==> config.mk <==
export PLATFORM = sky130hd
export DESIGN_NAME = irs_top
export DESIGN_NICKNAME = d
export VERILOG_FILES = /design/src/irs_pkg.sv /design/src/irs_ext_if.sv /design/src/irs_ext_det.sv /design/src/irs_top.sv
export SDC_FILE = /design/constraint.sdc
export NUM_CORES = 1
export LEC_CHECK = 0
export ABC_AREA = 1
export BUFFER_PORTS_ARGS = -buffer_cell sky130_fd_sc_hd__buf_2
export CORE_MARGIN = 10
export CORE_UTILIZATION = 40
export DETAILED_ROUTE_END_ITERATION = 7
export PLACE_DENSITY = 0.66
export RECOVER_POWER = 50
export SLEW_MARGIN = 20
export SYNTH_ARGS = -nofsm -noshare
export SYNTH_HDL_FRONTEND = slang
export SYNTH_SLANG_ARGS = --single-unit
==> constraint.sdc <==
create_clock -name aclk -period 3.9 [get_ports aclk]
set_clock_uncertainty 0.05 [all_clocks]
set_input_delay 0.78 -clock aclk [delete_from_list [all_inputs] [get_ports aclk]]
set_output_delay 0.78 -clock aclk [all_outputs]
set_load 0.02 [all_outputs]
==> src/irs_pkg.sv <==
// Constants and types for the interrupt entry and reset source block.
// Assumes a byte-addressed AXI4-Lite bus with 32-bit data.
package irs_pkg;
  // Register indices; byte address is four times the index
  localparam logic [7:0] IDX_MISC  = 8'h20;
  localparam logic [7:0] IDX_CLOCK_RESET_SUPPLY_REG  = 8'h25;
  localparam logic [7:0] IDX_PFLAG = 8'h26;
  localparam logic [7:0] IDX_PEN   = 8'h27;
  localparam logic [7:0] IDX_STAT  = 8'h28;
  localparam logic [7:0] ADDR_MISC  = 8'(IDX_MISC * 4);
  localparam logic [7:0] ADDR_CLOCK_RESET_SUPPLY_REG  = 8'(IDX_CLOCK_RESET_SUPPLY_REG * 4);
  localparam logic [7:0] ADDR_PFLAG = 8'(IDX_PFLAG * 4);
  localparam logic [7:0] ADDR_PEN   = 8'(IDX_PEN * 4);
  localparam logic [7:0] ADDR_STAT  = 8'(IDX_STAT * 4);
  // Status register fields
  localparam int CLOCK_RESET_SUPPLY_REG_WDG_RF  = 0;
  localparam int CLOCK_RESET_SUPPLY_REG_CSS_D   = 1;
  localparam int CLOCK_RESET_SUPPLY_REG_CSS_IE  = 2;
  localparam int CLOCK_RESET_SUPPLY_REG_LVD_RF  = 4;
  // Control register fields: polarity pairs of the two external lines
  localparam int MISC_POL_A   = 3;
  localparam int MISC_POL_B   = 4;
  localparam int MISC_POL_C   = 6;
  localparam int MISC_POL_D   = 7;
  localparam logic [7:0] MISC_RESET = 8'h00;
  localparam logic [7:0] PEN_RESET  = 8'h00;
  // External sensitivity codes
  localparam logic [1:0] SENS_FALL_LOW = 2'h0;
  localparam logic [1:0] SENS_RISE     = 2'h1;
  localparam logic [1:0] SENS_FALL     = 2'h2;
  localparam logic [1:0] SENS_BOTH     = 2'h3;
  // Vectors, highest priority first
  localparam logic [15:0] VEC_TRAP  = 16'hFFFC;
  localparam logic [15:0] VEC_EI0   = 16'hFFFA;
  localparam logic [15:0] VEC_EI1   = 16'hFFF8;
  localparam logic [15:0] VEC_CSS   = 16'hFFF6;
  localparam logic [15:0] VEC_PERI0 = 16'hFFF4;
  localparam logic [15:0] VEC_STEP  = 16'h0002;
  // Source index of the request vector
  localparam int SRC_EI0   = 0;
  localparam int SRC_EI1   = 1;
  localparam int SRC_CSS   = 2;
  localparam int SRC_PERI0 = 3;
  // AXI responses
  localparam logic [1:0] RESP_OKAY   = 2'h0;
  localparam logic [1:0] RESP_SLVERR = 2'h2;

  typedef enum logic [1:0] {
    ST_IDLE = 2'b01,
    ST_REQ  = 2'b10
  } irs_state_e;
endpackage

==> src/irs_ext_if.sv <==
// Carrier between the top block and one external line detector.
// Assumes both ends run on the same clock.
`timescale 1ns/1ps
interface irs_ext_if #(parameter int W = 8);
  logic [W-1:0] pins;
  logic [W-1:0] pin_en;
  logic [1:0]   sens;
  logic         clr;
  logic         req;
  modport det (input pins, input pin_en, input sens, input clr,
               output req);
  modport ctl (output pins, output pin_en, output sens, output clr,
               input req);
endinterface // irs_ext_if

==> src/irs_ext_det.sv <==
// Edge/level detector for one external interrupt line.
// Assumes pins are synchronous to aclk.
`timescale 1ns/1ps
module irs_ext_det #(
  parameter int W = 8
) (
  // Clock and reset
  input  wire logic aclk,
  input  wire logic aresetn,
  // Line
  irs_ext_if.det    ext
);
  typedef struct packed {
    logic prev;
    logic latch;
  } irs_det_s;
  irs_det_s st_reg, st_next;
  logic     anded, rise, fall, edge_hit;

  always_comb begin
    // pins ANDed first; a disabled pin never masks
    anded    = &(ext.pins | ~ext.pin_en);
    rise     = anded & ~st_reg.prev;
    fall     = ~anded & st_reg.prev;
    edge_hit = 1'b0;
    case (ext.sens)
      irs_pkg::SENS_RISE: edge_hit = rise;
      irs_pkg::SENS_FALL: edge_hit = fall;
      irs_pkg::SENS_BOTH: edge_hit = rise | fall;
      default:            edge_hit = fall;
    endcase
    st_next      = st_reg;
    st_next.prev = anded;
    // edge latched, cleared on entry; new edge wins
    if (ext.clr) begin
      st_next.latch = 1'b0;
    end
    if (edge_hit) begin
      st_next.latch = 1'b1;
    end
    if (!aresetn) begin
      st_next = '{prev: 1'b1, latch: 1'b0};
    end
  end

  always_ff @(posedge aclk) begin
    st_reg <= st_next;
  end

  assign ext.req = st_reg.latch |
                   ((ext.sens == irs_pkg::SENS_FALL_LOW) & ~st_reg.prev);
endmodule // irs_ext_det

==> src/irs_top.sv <==
// Interrupt entry, priority and vectoring plus the clock/reset/supply
// status register, reached over AXI4-Lite.
// Assumes the CPU core pushes context and fetches the vector on request.
`timescale 1ns/1ps
module irs_top #(
  parameter int NPERIPH = 8,
  parameter int EXT_W   = 8
) (
  // Clock and reset
  input  wire logic               aclk,
  input  wire logic               aresetn,
  // AXI4-Lite write
  input  wire logic [7:0]         s_axi_awaddr,
  input  wire logic               s_axi_awvalid,
  output logic                    s_axi_awready,
  input  wire logic [31:0]        s_axi_wdata,
  input  wire logic [3:0]         s_axi_wstrb,
  input  wire logic               s_axi_wvalid,
  output logic                    s_axi_wready,
  output logic [1:0]              s_axi_bresp,
  output logic                    s_axi_bvalid,
  input  wire logic               s_axi_bready,
  // AXI4-Lite read
  input  wire logic [7:0]         s_axi_araddr,
  input  wire logic               s_axi_arvalid,
  output logic                    s_axi_arready,
  output logic [31:0]             s_axi_rdata,
  output logic [1:0]              s_axi_rresp,
  output logic                    s_axi_rvalid,
  input  wire logic               s_axi_rready,
  // Reset cause, held by the reset controller while aresetn is low
  input  wire logic               lvd_reset_cause,
  input  wire logic               wdg_reset_cause,
  // Clock safety
  input  wire logic               safe_clock_active,
  // External lines
  input  wire logic [EXT_W-1:0]   ext_pins_a,
  input  wire logic [EXT_W-1:0]   ext_pins_a_en,
  input  wire logic [EXT_W-1:0]   ext_pins_b,
  input  wire logic [EXT_W-1:0]   ext_pins_b_en,
  // Peripherals
  input  wire logic [NPERIPH-1:0] periph_flag_set,
  input  wire logic [NPERIPH-1:0] periph_assoc_access,
  // CPU core
  input  wire logic               cpu_instr_end,
  input  wire logic               cpu_trap,
  input  wire logic               cpu_entry_ack,
  input  wire logic               cpu_interrupt_return_instr,
  input  wire logic               cpu_set_i,
  input  wire logic               cpu_clr_i,
  input  wire logic               cpu_wait_enter,
  input  wire logic               cpu_halt_enter,
  output logic                    irq_req,
  output logic                    irq_is_trap,
  output logic [15:0]             irq_vector,
  output logic                    cc_i_bit,
  output logic                    wake_wait,
  output logic                    wake_halt,
  output logic [7:0]              misc_control_reg
);
  localparam int NSRC = irs_pkg::SRC_PERI0 + NPERIPH;
  localparam int SW   = $clog2(NSRC);
  localparam int PEN_W = NPERIPH;

  initial begin
    if (NPERIPH < 1 || NPERIPH > 8) begin
      $error("NPERIPH must be 1 to 8");
    end
    if (EXT_W < 1) begin
      $error("EXT_W must be at least 1");
    end
  end

  typedef struct packed {
    logic                 awready;
    logic                 aw_held;
    logic [7:0]           aw_addr;
    logic                 wready;
    logic                 w_held;
    logic [7:0]           w_data;
    logic                 w_lane0;
    logic                 bvalid;
    logic [1:0]           bresp;
    logic                 arready;
    logic                 rvalid;
    logic [7:0]           rdata;
    logic [1:0]           rresp;
    logic [7:0]           misc;
    logic                 lvd_rf;
    logic                 wdg_rf;
    logic                 css_ie;
    logic                 css_d;
    logic [NPERIPH-1:0]   pflag;
    logic [NPERIPH-1:0]   pen;
    logic [NPERIPH-1:0]   parmed;
    logic                 i_bit;
    irs_pkg::irs_state_e  fsm;
    logic                 req;
    logic                 is_trap;
    logic [SW-1:0]        src;
    logic [15:0]          vec;
    logic                 wake_w;
    logic                 wake_h;
  } irs_regs_s;

  irs_regs_s r_reg, r_next;

  irs_ext_if #(.W(EXT_W)) ei0 ();
  irs_ext_if #(.W(EXT_W)) ei1 ();

  irs_ext_det #(.W(EXT_W)) u_ei0 (
    .aclk    (aclk),
    .aresetn (aresetn),
    .ext     (ei0.det)
  );
  irs_ext_det #(.W(EXT_W)) u_ei1 (
    .aclk    (aclk),
    .aresetn (aresetn),
    .ext     (ei1.det)
  );

  // Vector of a source index
  function automatic logic [15:0] src_vector(input logic [SW-1:0] s);
    logic [15:0] v;
    v = irs_pkg::VEC_PERI0;
    if (s == SW'(irs_pkg::SRC_EI0)) begin
      v = irs_pkg::VEC_EI0;
    end else if (s == SW'(irs_pkg::SRC_EI1)) begin
      v = irs_pkg::VEC_EI1;
    end else if (s == SW'(irs_pkg::SRC_CSS)) begin
      v = irs_pkg::VEC_CSS;
    end else begin
      v = 16'(irs_pkg::VEC_PERI0 -
              16'(s - SW'(irs_pkg::SRC_PERI0)) * irs_pkg::VEC_STEP);
    end
    return v;
  endfunction

  logic [NSRC-1:0] src_pend;
  logic            css_req;
  logic            any_pend;
  logic [SW-1:0]   win;
  logic            w_fire, rd_fire;
  logic [7:0]      rd_val;
  logic [1:0]      rd_resp;
  logic            clock_reset_supply_reg_read;
  logic            pflag_read;

  always_comb begin
    css_req = r_reg.css_d & r_reg.css_ie;
    src_pend = {r_reg.pflag & r_reg.pen, css_req, ei1.req, ei0.req};
    any_pend = |src_pend;
    win = '0;
    for (int k = NSRC - 1; k >= 0; k--) begin
      if (src_pend[k]) begin
        win = SW'(k);
      end
    end
  end

  // External detector control
  always_comb begin
    ei0.pins   = ext_pins_a;
    ei0.pin_en = ext_pins_a_en;
    ei0.sens   = {r_reg.misc[irs_pkg::MISC_POL_B],
                  r_reg.misc[irs_pkg::MISC_POL_A]};
    ei1.pins   = ext_pins_b;
    ei1.pin_en = ext_pins_b_en;
    ei1.sens   = {r_reg.misc[irs_pkg::MISC_POL_D],
                  r_reg.misc[irs_pkg::MISC_POL_C]};
    ei0.clr = r_reg.req & cpu_entry_ack & ~r_reg.is_trap &
              (r_reg.src == SW'(irs_pkg::SRC_EI0));
    ei1.clr = r_reg.req & cpu_entry_ack & ~r_reg.is_trap &
              (r_reg.src == SW'(irs_pkg::SRC_EI1));
  end

  // Read decode
  always_comb begin
    rd_val  = 8'h00;
    rd_resp = irs_pkg::RESP_OKAY;
    if (s_axi_araddr == irs_pkg::ADDR_MISC) begin
      rd_val = r_reg.misc;
    end else if (s_axi_araddr == irs_pkg::ADDR_CLOCK_RESET_SUPPLY_REG) begin
      rd_val = 8'h00;
      rd_val[irs_pkg::CLOCK_RESET_SUPPLY_REG_LVD_RF] = r_reg.lvd_rf;
      rd_val[irs_pkg::CLOCK_RESET_SUPPLY_REG_CSS_IE] = r_reg.css_ie;
      rd_val[irs_pkg::CLOCK_RESET_SUPPLY_REG_CSS_D]  = r_reg.css_d;
      rd_val[irs_pkg::CLOCK_RESET_SUPPLY_REG_WDG_RF] = r_reg.wdg_rf;
    end else if (s_axi_araddr == irs_pkg::ADDR_PFLAG) begin
      rd_val = 8'(r_reg.pflag);
    end else if (s_axi_araddr == irs_pkg::ADDR_PEN) begin
      rd_val = 8'(r_reg.pen);
    end else if (s_axi_araddr == irs_pkg::ADDR_STAT) begin
      rd_val = {3'h0, r_reg.req, css_req, ei1.req, ei0.req, r_reg.i_bit};
    end else begin
      rd_resp = irs_pkg::RESP_SLVERR;
    end
  end

  always_comb begin
    rd_fire    = s_axi_arvalid & r_reg.arready;
    w_fire     = r_reg.aw_held & r_reg.w_held & ~r_reg.bvalid;
    clock_reset_supply_reg_read  = rd_fire & (s_axi_araddr == irs_pkg::ADDR_CLOCK_RESET_SUPPLY_REG);
    pflag_read = rd_fire & (s_axi_araddr == irs_pkg::ADDR_PFLAG);
    r_next = r_reg;
    // Write channels taken in either order
    if (s_axi_awvalid & r_reg.awready) begin
      r_next.aw_held = 1'b1;
      r_next.aw_addr = s_axi_awaddr;
    end
    if (s_axi_wvalid & r_reg.wready) begin
      r_next.w_held  = 1'b1;
      r_next.w_data  = s_axi_wdata[7:0];
      r_next.w_lane0 = s_axi_wstrb[0];
    end
    if (r_reg.bvalid & s_axi_bready) begin
      r_next.bvalid = 1'b0;
    end
    if (w_fire) begin
      r_next.aw_held = 1'b0;
      r_next.w_held  = 1'b0;
      r_next.bvalid  = 1'b1;
      r_next.bresp   = irs_pkg::RESP_OKAY;
      if (r_reg.aw_addr == irs_pkg::ADDR_MISC) begin
        if (r_reg.w_lane0) begin
          r_next.misc = r_reg.w_data;
        end
      end else if (r_reg.aw_addr == irs_pkg::ADDR_CLOCK_RESET_SUPPLY_REG) begin
        if (r_reg.w_lane0) begin
          r_next.css_ie = r_reg.w_data[irs_pkg::CLOCK_RESET_SUPPLY_REG_CSS_IE];
          r_next.lvd_rf = r_reg.lvd_rf &
                          r_reg.w_data[irs_pkg::CLOCK_RESET_SUPPLY_REG_LVD_RF];
          r_next.wdg_rf = r_reg.wdg_rf &
                          r_reg.w_data[irs_pkg::CLOCK_RESET_SUPPLY_REG_WDG_RF];
        end
      end else if (r_reg.aw_addr == irs_pkg::ADDR_PFLAG) begin
        if (r_reg.w_lane0) begin
          // zero write clears; latch and arming dropped
          r_next.pflag  = r_reg.pflag & r_reg.w_data[NPERIPH-1:0];
          r_next.parmed = r_reg.parmed & r_reg.w_data[NPERIPH-1:0];
        end
      end else if (r_reg.aw_addr == irs_pkg::ADDR_PEN) begin
        if (r_reg.w_lane0) begin
          r_next.pen = r_reg.w_data[NPERIPH-1:0];
        end
      end else if (r_reg.aw_addr == irs_pkg::ADDR_STAT) begin
        r_next.bresp = irs_pkg::RESP_OKAY;
      end else begin
        r_next.bresp = irs_pkg::RESP_SLVERR;
      end
    end
    if (rd_fire) begin
      r_next.rvalid = 1'b1;
      r_next.rdata  = rd_val;
      r_next.rresp  = rd_resp;
    end else if (r_reg.rvalid & s_axi_rready) begin
      r_next.rvalid = 1'b0;
    end
    // status read arms, associated access clears
    if (pflag_read) begin
      r_next.parmed = r_reg.pflag;
    end
    r_next.pflag  = r_next.pflag & ~(r_reg.parmed & periph_assoc_access);
    r_next.parmed = r_next.parmed & ~periph_assoc_access;
    // Hardware set wins over every clear
    r_next.pflag = r_next.pflag | periph_flag_set;
    // read clears only after the main oscillator recovered
    if (clock_reset_supply_reg_read & ~safe_clock_active) begin
      r_next.css_d = 1'b0;
    end
    if (safe_clock_active) begin
      r_next.css_d = 1'b1;
    end
    // Global mask: core instructions, then low-power entry forcing
    if (cpu_set_i) begin
      r_next.i_bit = 1'b1;
    end
    if (cpu_clr_i | cpu_wait_enter | cpu_halt_enter) begin
      r_next.i_bit = 1'b0;
    end
    if (cpu_interrupt_return_instr) begin
      r_next.i_bit = 1'b0;
    end
    case (r_reg.fsm)
      irs_pkg::ST_IDLE: begin
        // trap ignores mask; others need it clear
        if (cpu_instr_end & cpu_trap) begin
          r_next.fsm     = irs_pkg::ST_REQ;
          r_next.req     = 1'b1;
          r_next.is_trap = 1'b1;
          r_next.vec     = irs_pkg::VEC_TRAP;
        end else if (cpu_instr_end & any_pend & ~r_reg.i_bit) begin
          r_next.fsm     = irs_pkg::ST_REQ;
          r_next.req     = 1'b1;
          r_next.is_trap = 1'b0;
          r_next.src     = win;
          r_next.vec     = src_vector(win);
        end
      end
      irs_pkg::ST_REQ: begin
        // core has pushed context; mask set on entry
        if (cpu_entry_ack) begin
          r_next.fsm   = irs_pkg::ST_IDLE;
          r_next.req   = 1'b0;
          r_next.i_bit = 1'b1;
        end
      end
      default: begin
        r_next.fsm = irs_pkg::ST_IDLE;
        r_next.req = 1'b0;
      end
    endcase
    // any request wakes wait; only external lines wake halt
    r_next.wake_w = any_pend | (cpu_trap & cpu_instr_end);
    r_next.wake_h = ei0.req | ei1.req;
    r_next.awready = ~r_next.aw_held & ~r_next.bvalid;
    r_next.wready  = ~r_next.w_held & ~r_next.bvalid;
    r_next.arready = ~r_next.rvalid;
    if (!aresetn) begin
      r_next = '0;
      r_next.fsm  = irs_pkg::ST_IDLE;
      // control and enable registers start at zero
      r_next.misc = irs_pkg::MISC_RESET;
      r_next.pen  = PEN_W'(irs_pkg::PEN_RESET);
      // cause flags from the reset source
      r_next.lvd_rf = lvd_reset_cause;
      r_next.wdg_rf = wdg_reset_cause & ~lvd_reset_cause;
    end
  end

  always_ff @(posedge aclk) begin
    r_reg <= r_next;
  end

  assign s_axi_awready    = r_reg.awready;
  assign s_axi_wready     = r_reg.wready;
  assign s_axi_bvalid     = r_reg.bvalid;
  assign s_axi_bresp      = r_reg.bresp;
  assign s_axi_arready    = r_reg.arready;
  assign s_axi_rvalid     = r_reg.rvalid;
  assign s_axi_rdata      = {24'h000000, r_reg.rdata};
  assign s_axi_rresp      = r_reg.rresp;
  assign irq_req          = r_reg.req;
  assign irq_is_trap      = r_reg.is_trap;
  assign irq_vector       = r_reg.vec;
  assign cc_i_bit         = r_reg.i_bit;
  assign wake_wait        = r_reg.wake_w;
  assign wake_halt        = r_reg.wake_h;
  assign misc_control_reg = r_reg.misc;
endmodule // irs_top

==> results of run 1 <==
[routing by layer]
layer	share of wire [%]	global-route usage, %	vias to the layer above	wire [microns]
met4	1.3	4.88	0	177
met1	48	19.1	1959	6370
li1	-	-	2306	-
met3	7.3	4.31	12	978
met2	44	23.0	154	5840
met5	0	0	-	0
[worst max-delay path, delay by kind of cell]
kind                   cells  cell delay [ns]
AOI/OAI and AO/OA          2             0.65
buffers and inverters      2             1.61
[through the flow]
step	total power, W	instances	hold slack [ns]	util [%]	instance area, sq um
floorplan	0.00140	695	0.349	-	5080
global placement	0.00148	922	0.368	45.0	5450
detailed placement	0.00148	922	0.383	45.0	5450
CTS	0.00243	938	0.391	47.7	5780
global route	0.00252	938	0.414	46.9	5690
finish	0.00241	938	0.391	46.9	5690
[cells in the mapped netlist, drive strengths merged]
cell type / number
nor4: 11
dfxtp: 88
o21ai: 55
o22ai: 9
clkbuf: 11
o41ai: 1
a31oi: 3
nand2: 99
nor2: 66
conb: 1
or2: 3
o311ai: 1
a211oi: 11
o221ai: 1
nor3: 7
o21bai: 1
ha: 11
o211ai: 6
clkinv: 1
inv: 102
nand2b: 1
nand3: 23
a21oi: 74
buf: 66
edfxtp: 2
o21a: 2
nand4: 10
a22oi: 3
[final cells by class]
cell class / count / area (sq um) / share of cell area (%)
clock inverter: 6 / 88.8 / 1.56
timing repair buffer: 136 / 646 / 11.4
inverter: 103 / 387 / 6.80
clock buffer: 10 / 239 / 4.20
tap: 168 / 210 / 3.70
multi-input combinational: 425 / 2290 / 40.3
sequential: 90 / 1820 / 32.0
[power groups by stage]
stage                     registers [W]  logic [W]  clock network [W]
after CTS                       0.00103   0.000430           0.000970
after floorplan                 0.00105   0.000343                  0
after detailed placement        0.00105   0.000428                  0
after global routing            0.00104   0.000467            0.00101
final                           0.00103   0.000416           0.000964
after global placement          0.00105   0.000426                  0
[path summary, 6_finish.rpt]
path | from | to | slack [ns] | cells past startpoint
hold / removal | r_reg[87] | s_axi_wready | 0.39 | 1
setup / recovery | aresetn | s_axi_rdata[1] | 1.06 | 4
setup reg to reg | r_reg[49] | irq_vector[5] | 1.38 | 20
hold reg to reg | r_reg[87] | s_axi_wready | 0.39 | 1
[logic make-up (layout without fill, tap and decap cells)]
family          Yosys count  count (layout)  share of synthesized area, %
fa+ha+maj                11              11                          2.76
other cells               1              27                        0.0752
simple gates            220             220                          23.3
compound gates          167             167                          18.9
buf+inv                 180             255                          18.4
flops                    90              90                          36.5
==> out/metrics.cfg, run 1 <==
[power_and_ir_drop]
clkPwrFrac_pct=39.9
swShare_pct=29.3
p_per_area_nw_per_um2=425
seq_power_share_pct=42.9
p_int_w=0.00171
p_sw_w=0.000707
power.share.combinational_pct=17.2
leakagePower_nw=2.61
ir_drop_v=0.000201

[yosys]
avgSynthCellArea_sq_um=7.45
ys_warn_count=0
yosysTopAreaCellShare_pct=35.3
ys_seq_area_share_pct=36.5
ys_ff_latch=90
synth_area_sq_um=4990
synth_area_leader_cell=dfxtp_1
syn_inst=669
netlist-cell-type-count=46
synth.area.top_cells=dfxtp_1 (35%), buf_4 (9.0%), a21oi_1 (7.2%)

[critical_path]
cpMostUsedCell=clkbuf_1
endpoint_kind=register
cp_max_fo=54
cpPeakStageDelay_ns=1.51
startpoint_type=primary input
cp.arrival_ns=3.05
crit_slowest_cell=clkbuf_1
required_ns=4.11
crit_type=in -> reg
worstPathCellList=clkbuf_1, clkbuf_1, o21ai_0, a21oi_1

[cts]
cts_tree=built
h-tree-depth=3
clock-sinks=90
cts_hold_buf=0
ctsResizeCount=0
clock_latency_ns=0.35
clockBufferDepth=2
cts_root_buf=clkbuf_16
cts_buffers=9
clk_pin_slew_ns=0.07
post-cts-setup-buffers=0

[flow_run]
maxCapViolations=1

[detailed_routing]
firstDrtPassIters=5
wirelength_mm=13.4
vias_per_cell=4.72
wire_per_inst_microns=14.2
drc=0
first_iter_violations=195
drtAntennaViolNets=0
vias=4431

[hold_path]
hold_path.class=reg -> reg

[layout]
layout_commonest_cell=buf_2
diodes=0
fill_cells=1276
most-common-layout-cells=buf_2 (105), inv_1 (93), nand2_1 (91)
largest_reg_flops=53
final_nets=894
drive_gt1_share_pct=21.0
area_growth_pct=14.0

[timing]
worst_pin_slew_ns=2.10
setup-violations-final=0
hold_viol=0
drv_slew=55
rsz0062_at_grt=no
max_freq_mhz=352
fin_ws_ns=1.06
fin_crit_ns=2.84
slew_headroom_pct=-39.7
fin_tns_setup_ns=0
post-route-period-util_pct=72.8

[status]
failed_checks=capacitance limit, slew limit
status=finished, violations left

[grt]
overflow=0
first_global_vias=4337
grt_usage_pct=14.8
antenna_found_initial=0
grt_start_max_net_pins=55
grt_pass1_wl_mm=21.6

[place]
dpl.hpwl_mm=10.4
dpl_worst_slack_ns=1.43
routabilityCongestion=0.831
port_buffers=133

[die]
rows=40
start_util_pct=41.2
fp.dieW_microns=132
dieArea_sq_um=17300
fp.dieH_microns=132
pin_count=188
core-area_sq_um=12100

Note: power is estimated with default switching activity, not from simulation.
==> run 2: changes to the inputs <==
--- a/config.mk
+++ b/config.mk
@@ -10,7 +10,7 @@
 export CORE_MARGIN = 10
 export CORE_UTILIZATION = 40
 export DETAILED_ROUTE_END_ITERATION = 7
-export PLACE_DENSITY = 0.66
+export PLACE_DENSITY = 0.69
 export RECOVER_POWER = 50
 export SLEW_MARGIN = 20
 export SYNTH_ARGS = -nofsm -noshare
==> constraint.sdc (replaced) <==
create_clock -name aclk -period 2.6 [get_ports aclk]
set_clock_uncertainty 0.05 [all_clocks]
set_input_delay 0.52 -clock aclk [delete_from_list [all_inputs] [get_ports aclk]]
set_output_delay 0.52 -clock aclk [all_outputs]
set_load 0.02 [all_outputs]
==> run 2 against run 1 <==
The run now ends clean. Highest routed layer unchanged. Sequential power increased by 50%. First-iteration DRC count increased by 4.6%. Largest power group unchanged. Power increased by 49%. Via count increased by 1.4%. Clock-buffer cell count increased by 1. Utilization increased by 0.64 points. Sequential cell count unchanged. Combinational power increased by 54%.
==> out/metrics.cfg, run 2 (same netlist as run 1, synthesis figures left out) <==
[hold_path]
hold_depth=2  ; +1
hold_path.class=in -> reg

[critical_path]
cpPeakStageDelay_ns=0.44  ; -1.07 ns
crit_slowest_cell=dfxtp_1
path_depth=14  ; +10
endpoint_kind=register
cp.arrival_ns=2.50  ; -0.55 ns
cpMostUsedCell=inv_1
critPathBufInv=4  ; +2
cp_max_fo=6  ; -89%
required_ns=2.80  ; -1.31 ns
startpoint_type=register
worstPathCellList=inv_2, nand3_2, nand2_2, nor2_8, inv_1, a21oi_4, inv_1, ha_1, o311ai_1, nand2_1, nor2_1, nand3_1, nand2_1, inv_1
crit_type=reg -> reg
r2r.worst_path.cells=14  ; -30%
critPathTopFamily=simple AND/OR/NAND/NOR gates

[layout]
diodes=0  ; unchanged
drive_gt1_share_pct=21.7  ; +0.67 points
layout_commonest_cell=buf_2
final_nets=898  ; +0.45%
largest_reg_flops=53  ; unchanged
area_growth_pct=15.6
fin_util_pct=47.6  ; +0.64 points
fill_cells=1267  ; -0.71%
most-common-layout-cells=buf_2 (100), inv_1 (92), nand2_1 (90)
multiInputGateArea_sq_um=2350  ; +2.6%
finalInstanceArea_sq_um=5760  ; +1.4%
final_cell_count_no_fill=942  ; +0.43%
seq_area_sq_um=1820  ; unchanged

[power_and_ir_drop]
p_per_area_nw_per_um2=625  ; +47%
leakagePower_nw=2.62  ; +0.38%
seq_power_share_pct=43.0  ; about the same
p_sw_w=0.00104  ; +47%
swShare_pct=28.9  ; -0.38 points
clkPwrFrac_pct=39.2  ; -0.7 points
ir_drop_v=0.000353  ; +76%
power.share.combinational_pct=17.8  ; +0.6 points
p_int_w=0.00256  ; +50%

[detailed_routing]
first_iter_violations=204  ; +4.6%
drtAntennaViolNets=0  ; unchanged
vias_per_cell=4.77  ; +0.97%
firstDrtPassIters=4  ; -1
drc=0  ; unchanged
wire_per_inst_microns=14.3  ; +0.46%
wirelength_mm=13.5  ; +0.89%
vias=4493  ; +1.4%

[timing]
max_freq_mhz=434
slew_headroom_pct=26.4  ; +66 points
worst_pin_slew_ns=1.10  ; -0.992 ns
fin_crit_ns=2.30
fin_tns_setup_ns=0  ; unchanged
fin_hold_ws_ns=0.299  ; -0.0921 ns
drv_slew=0  ; -100%
setup-violations-final=0  ; unchanged
hold_viol=0  ; unchanged
post-route-period-util_pct=88.6
rsz0062_at_grt=no

[grt]
grt_pass1_wl_mm=22.4  ; +3.8%
grt_usage_pct=15.4  ; +0.57 points
antenna_found_initial=0  ; unchanged
overflow=0  ; unchanged
first_global_vias=4480  ; +3.3%
grt_start_max_net_pins=55  ; unchanged

[cts]
cts_hold_buf=0  ; unchanged
clk_pin_slew_ns=0.06  ; about the same
cts_buffers=9  ; unchanged
clockBufferDepth=2  ; unchanged
ctsResizeCount=0  ; unchanged
cts_tree=built
clock_latency_ns=0.35  ; about the same
cts_root_buf=clkbuf_16
h-tree-depth=3  ; unchanged
post-cts-setup-buffers=0  ; unchanged
clock-sinks=90  ; unchanged

[place]
port_buffers=133  ; unchanged
placed_area_sq_um=5490  ; +0.78%
dpl.hpwl_mm=10.5  ; +1.0%
place_inst=926  ; +0.43%
routabilityCongestion=0.842  ; +1.3%

[flow_run]
maxCapViolations=0  ; -1

[die]
rows=40  ; unchanged
pin_count=188  ; unchanged
fp.dieW_microns=132  ; unchanged
core-area_sq_um=12100  ; unchanged
start_util_pct=41.2  ; unchanged
dieArea_sq_um=17300  ; unchanged
fp.dieH_microns=132  ; unchanged

[status]
status=finished, final reports clean

==> run 2: cell count changes in the layout (fill, tap and decap cells not counted), moves of 2 or more <==
| cell | before | now |
|---|---|---|
| buf_2 | 105 | 100 |
| clkbuf_1 | 30 | 35 |
| buf_4 | 1 | 5 |
| nor3_1 | 6 | 4 |
| nor3_4 | 0 | 2 |
==> run 2: area by class of cell <==
class	count	share of cell area (%)
clock buffers	11	4.21
repair buffers	140	11.6
well taps	168	3.65
multi-input cells	425	40.8
clock inverters	5	1.35
flip-flops and latches	90	31.6
inverters	103	6.71
==> run 2: worst paths after layout <==
check                         startpoint       endpoint  slack (ns)
setup / recovery     misc_control_reg[4]  irq_vector[4]        0.30
hold / removal    periph_assoc_access[6]      r_reg[33]        0.30
setup reg to reg     misc_control_reg[4]  irq_vector[4]        0.30
hold reg to reg                r_reg[97]  s_axi_awready        0.39
==> run 2: metal layers <==
layer | track usage, % | wire, microns | vias up | share of wire [%]
met2 | 24.2 | 6000 | 145 | 44
met3 | 4.23 | 900 | 14 | 6.7
li1 | - | - | 2311 | -
met1 | 19.7 | 6400 | 2023 | 47
met4 | 5.07 | 182 | 0 | 1.4
met5 | 0 | 0 | - | 0
==> run 2: per-stage QoR <==
step	worst slack, ns	total power, W
finish	0.296	0.00360
global route	0.00903	0.00377
CTS	0.191	0.00363
detailed placement	0.231	0.00223
global placement	0.264	0.00223
floorplan	0.549	0.00210
==> run 2: power groups by stage <==
| stage | clock, W | sequential (W) | combinational, W |
|---|---|---|---|
| floorplan | 0 | 0.00158 | 0.000514 |
| global placement | 0 | 0.00158 | 0.000650 |
| detailed placement | 0 | 0.00158 | 0.000654 |
| CTS | 0.00143 | 0.00155 | 0.000657 |
| global route | 0.00148 | 0.00156 | 0.000724 |
| finish | 0.00141 | 0.00155 | 0.000642 |
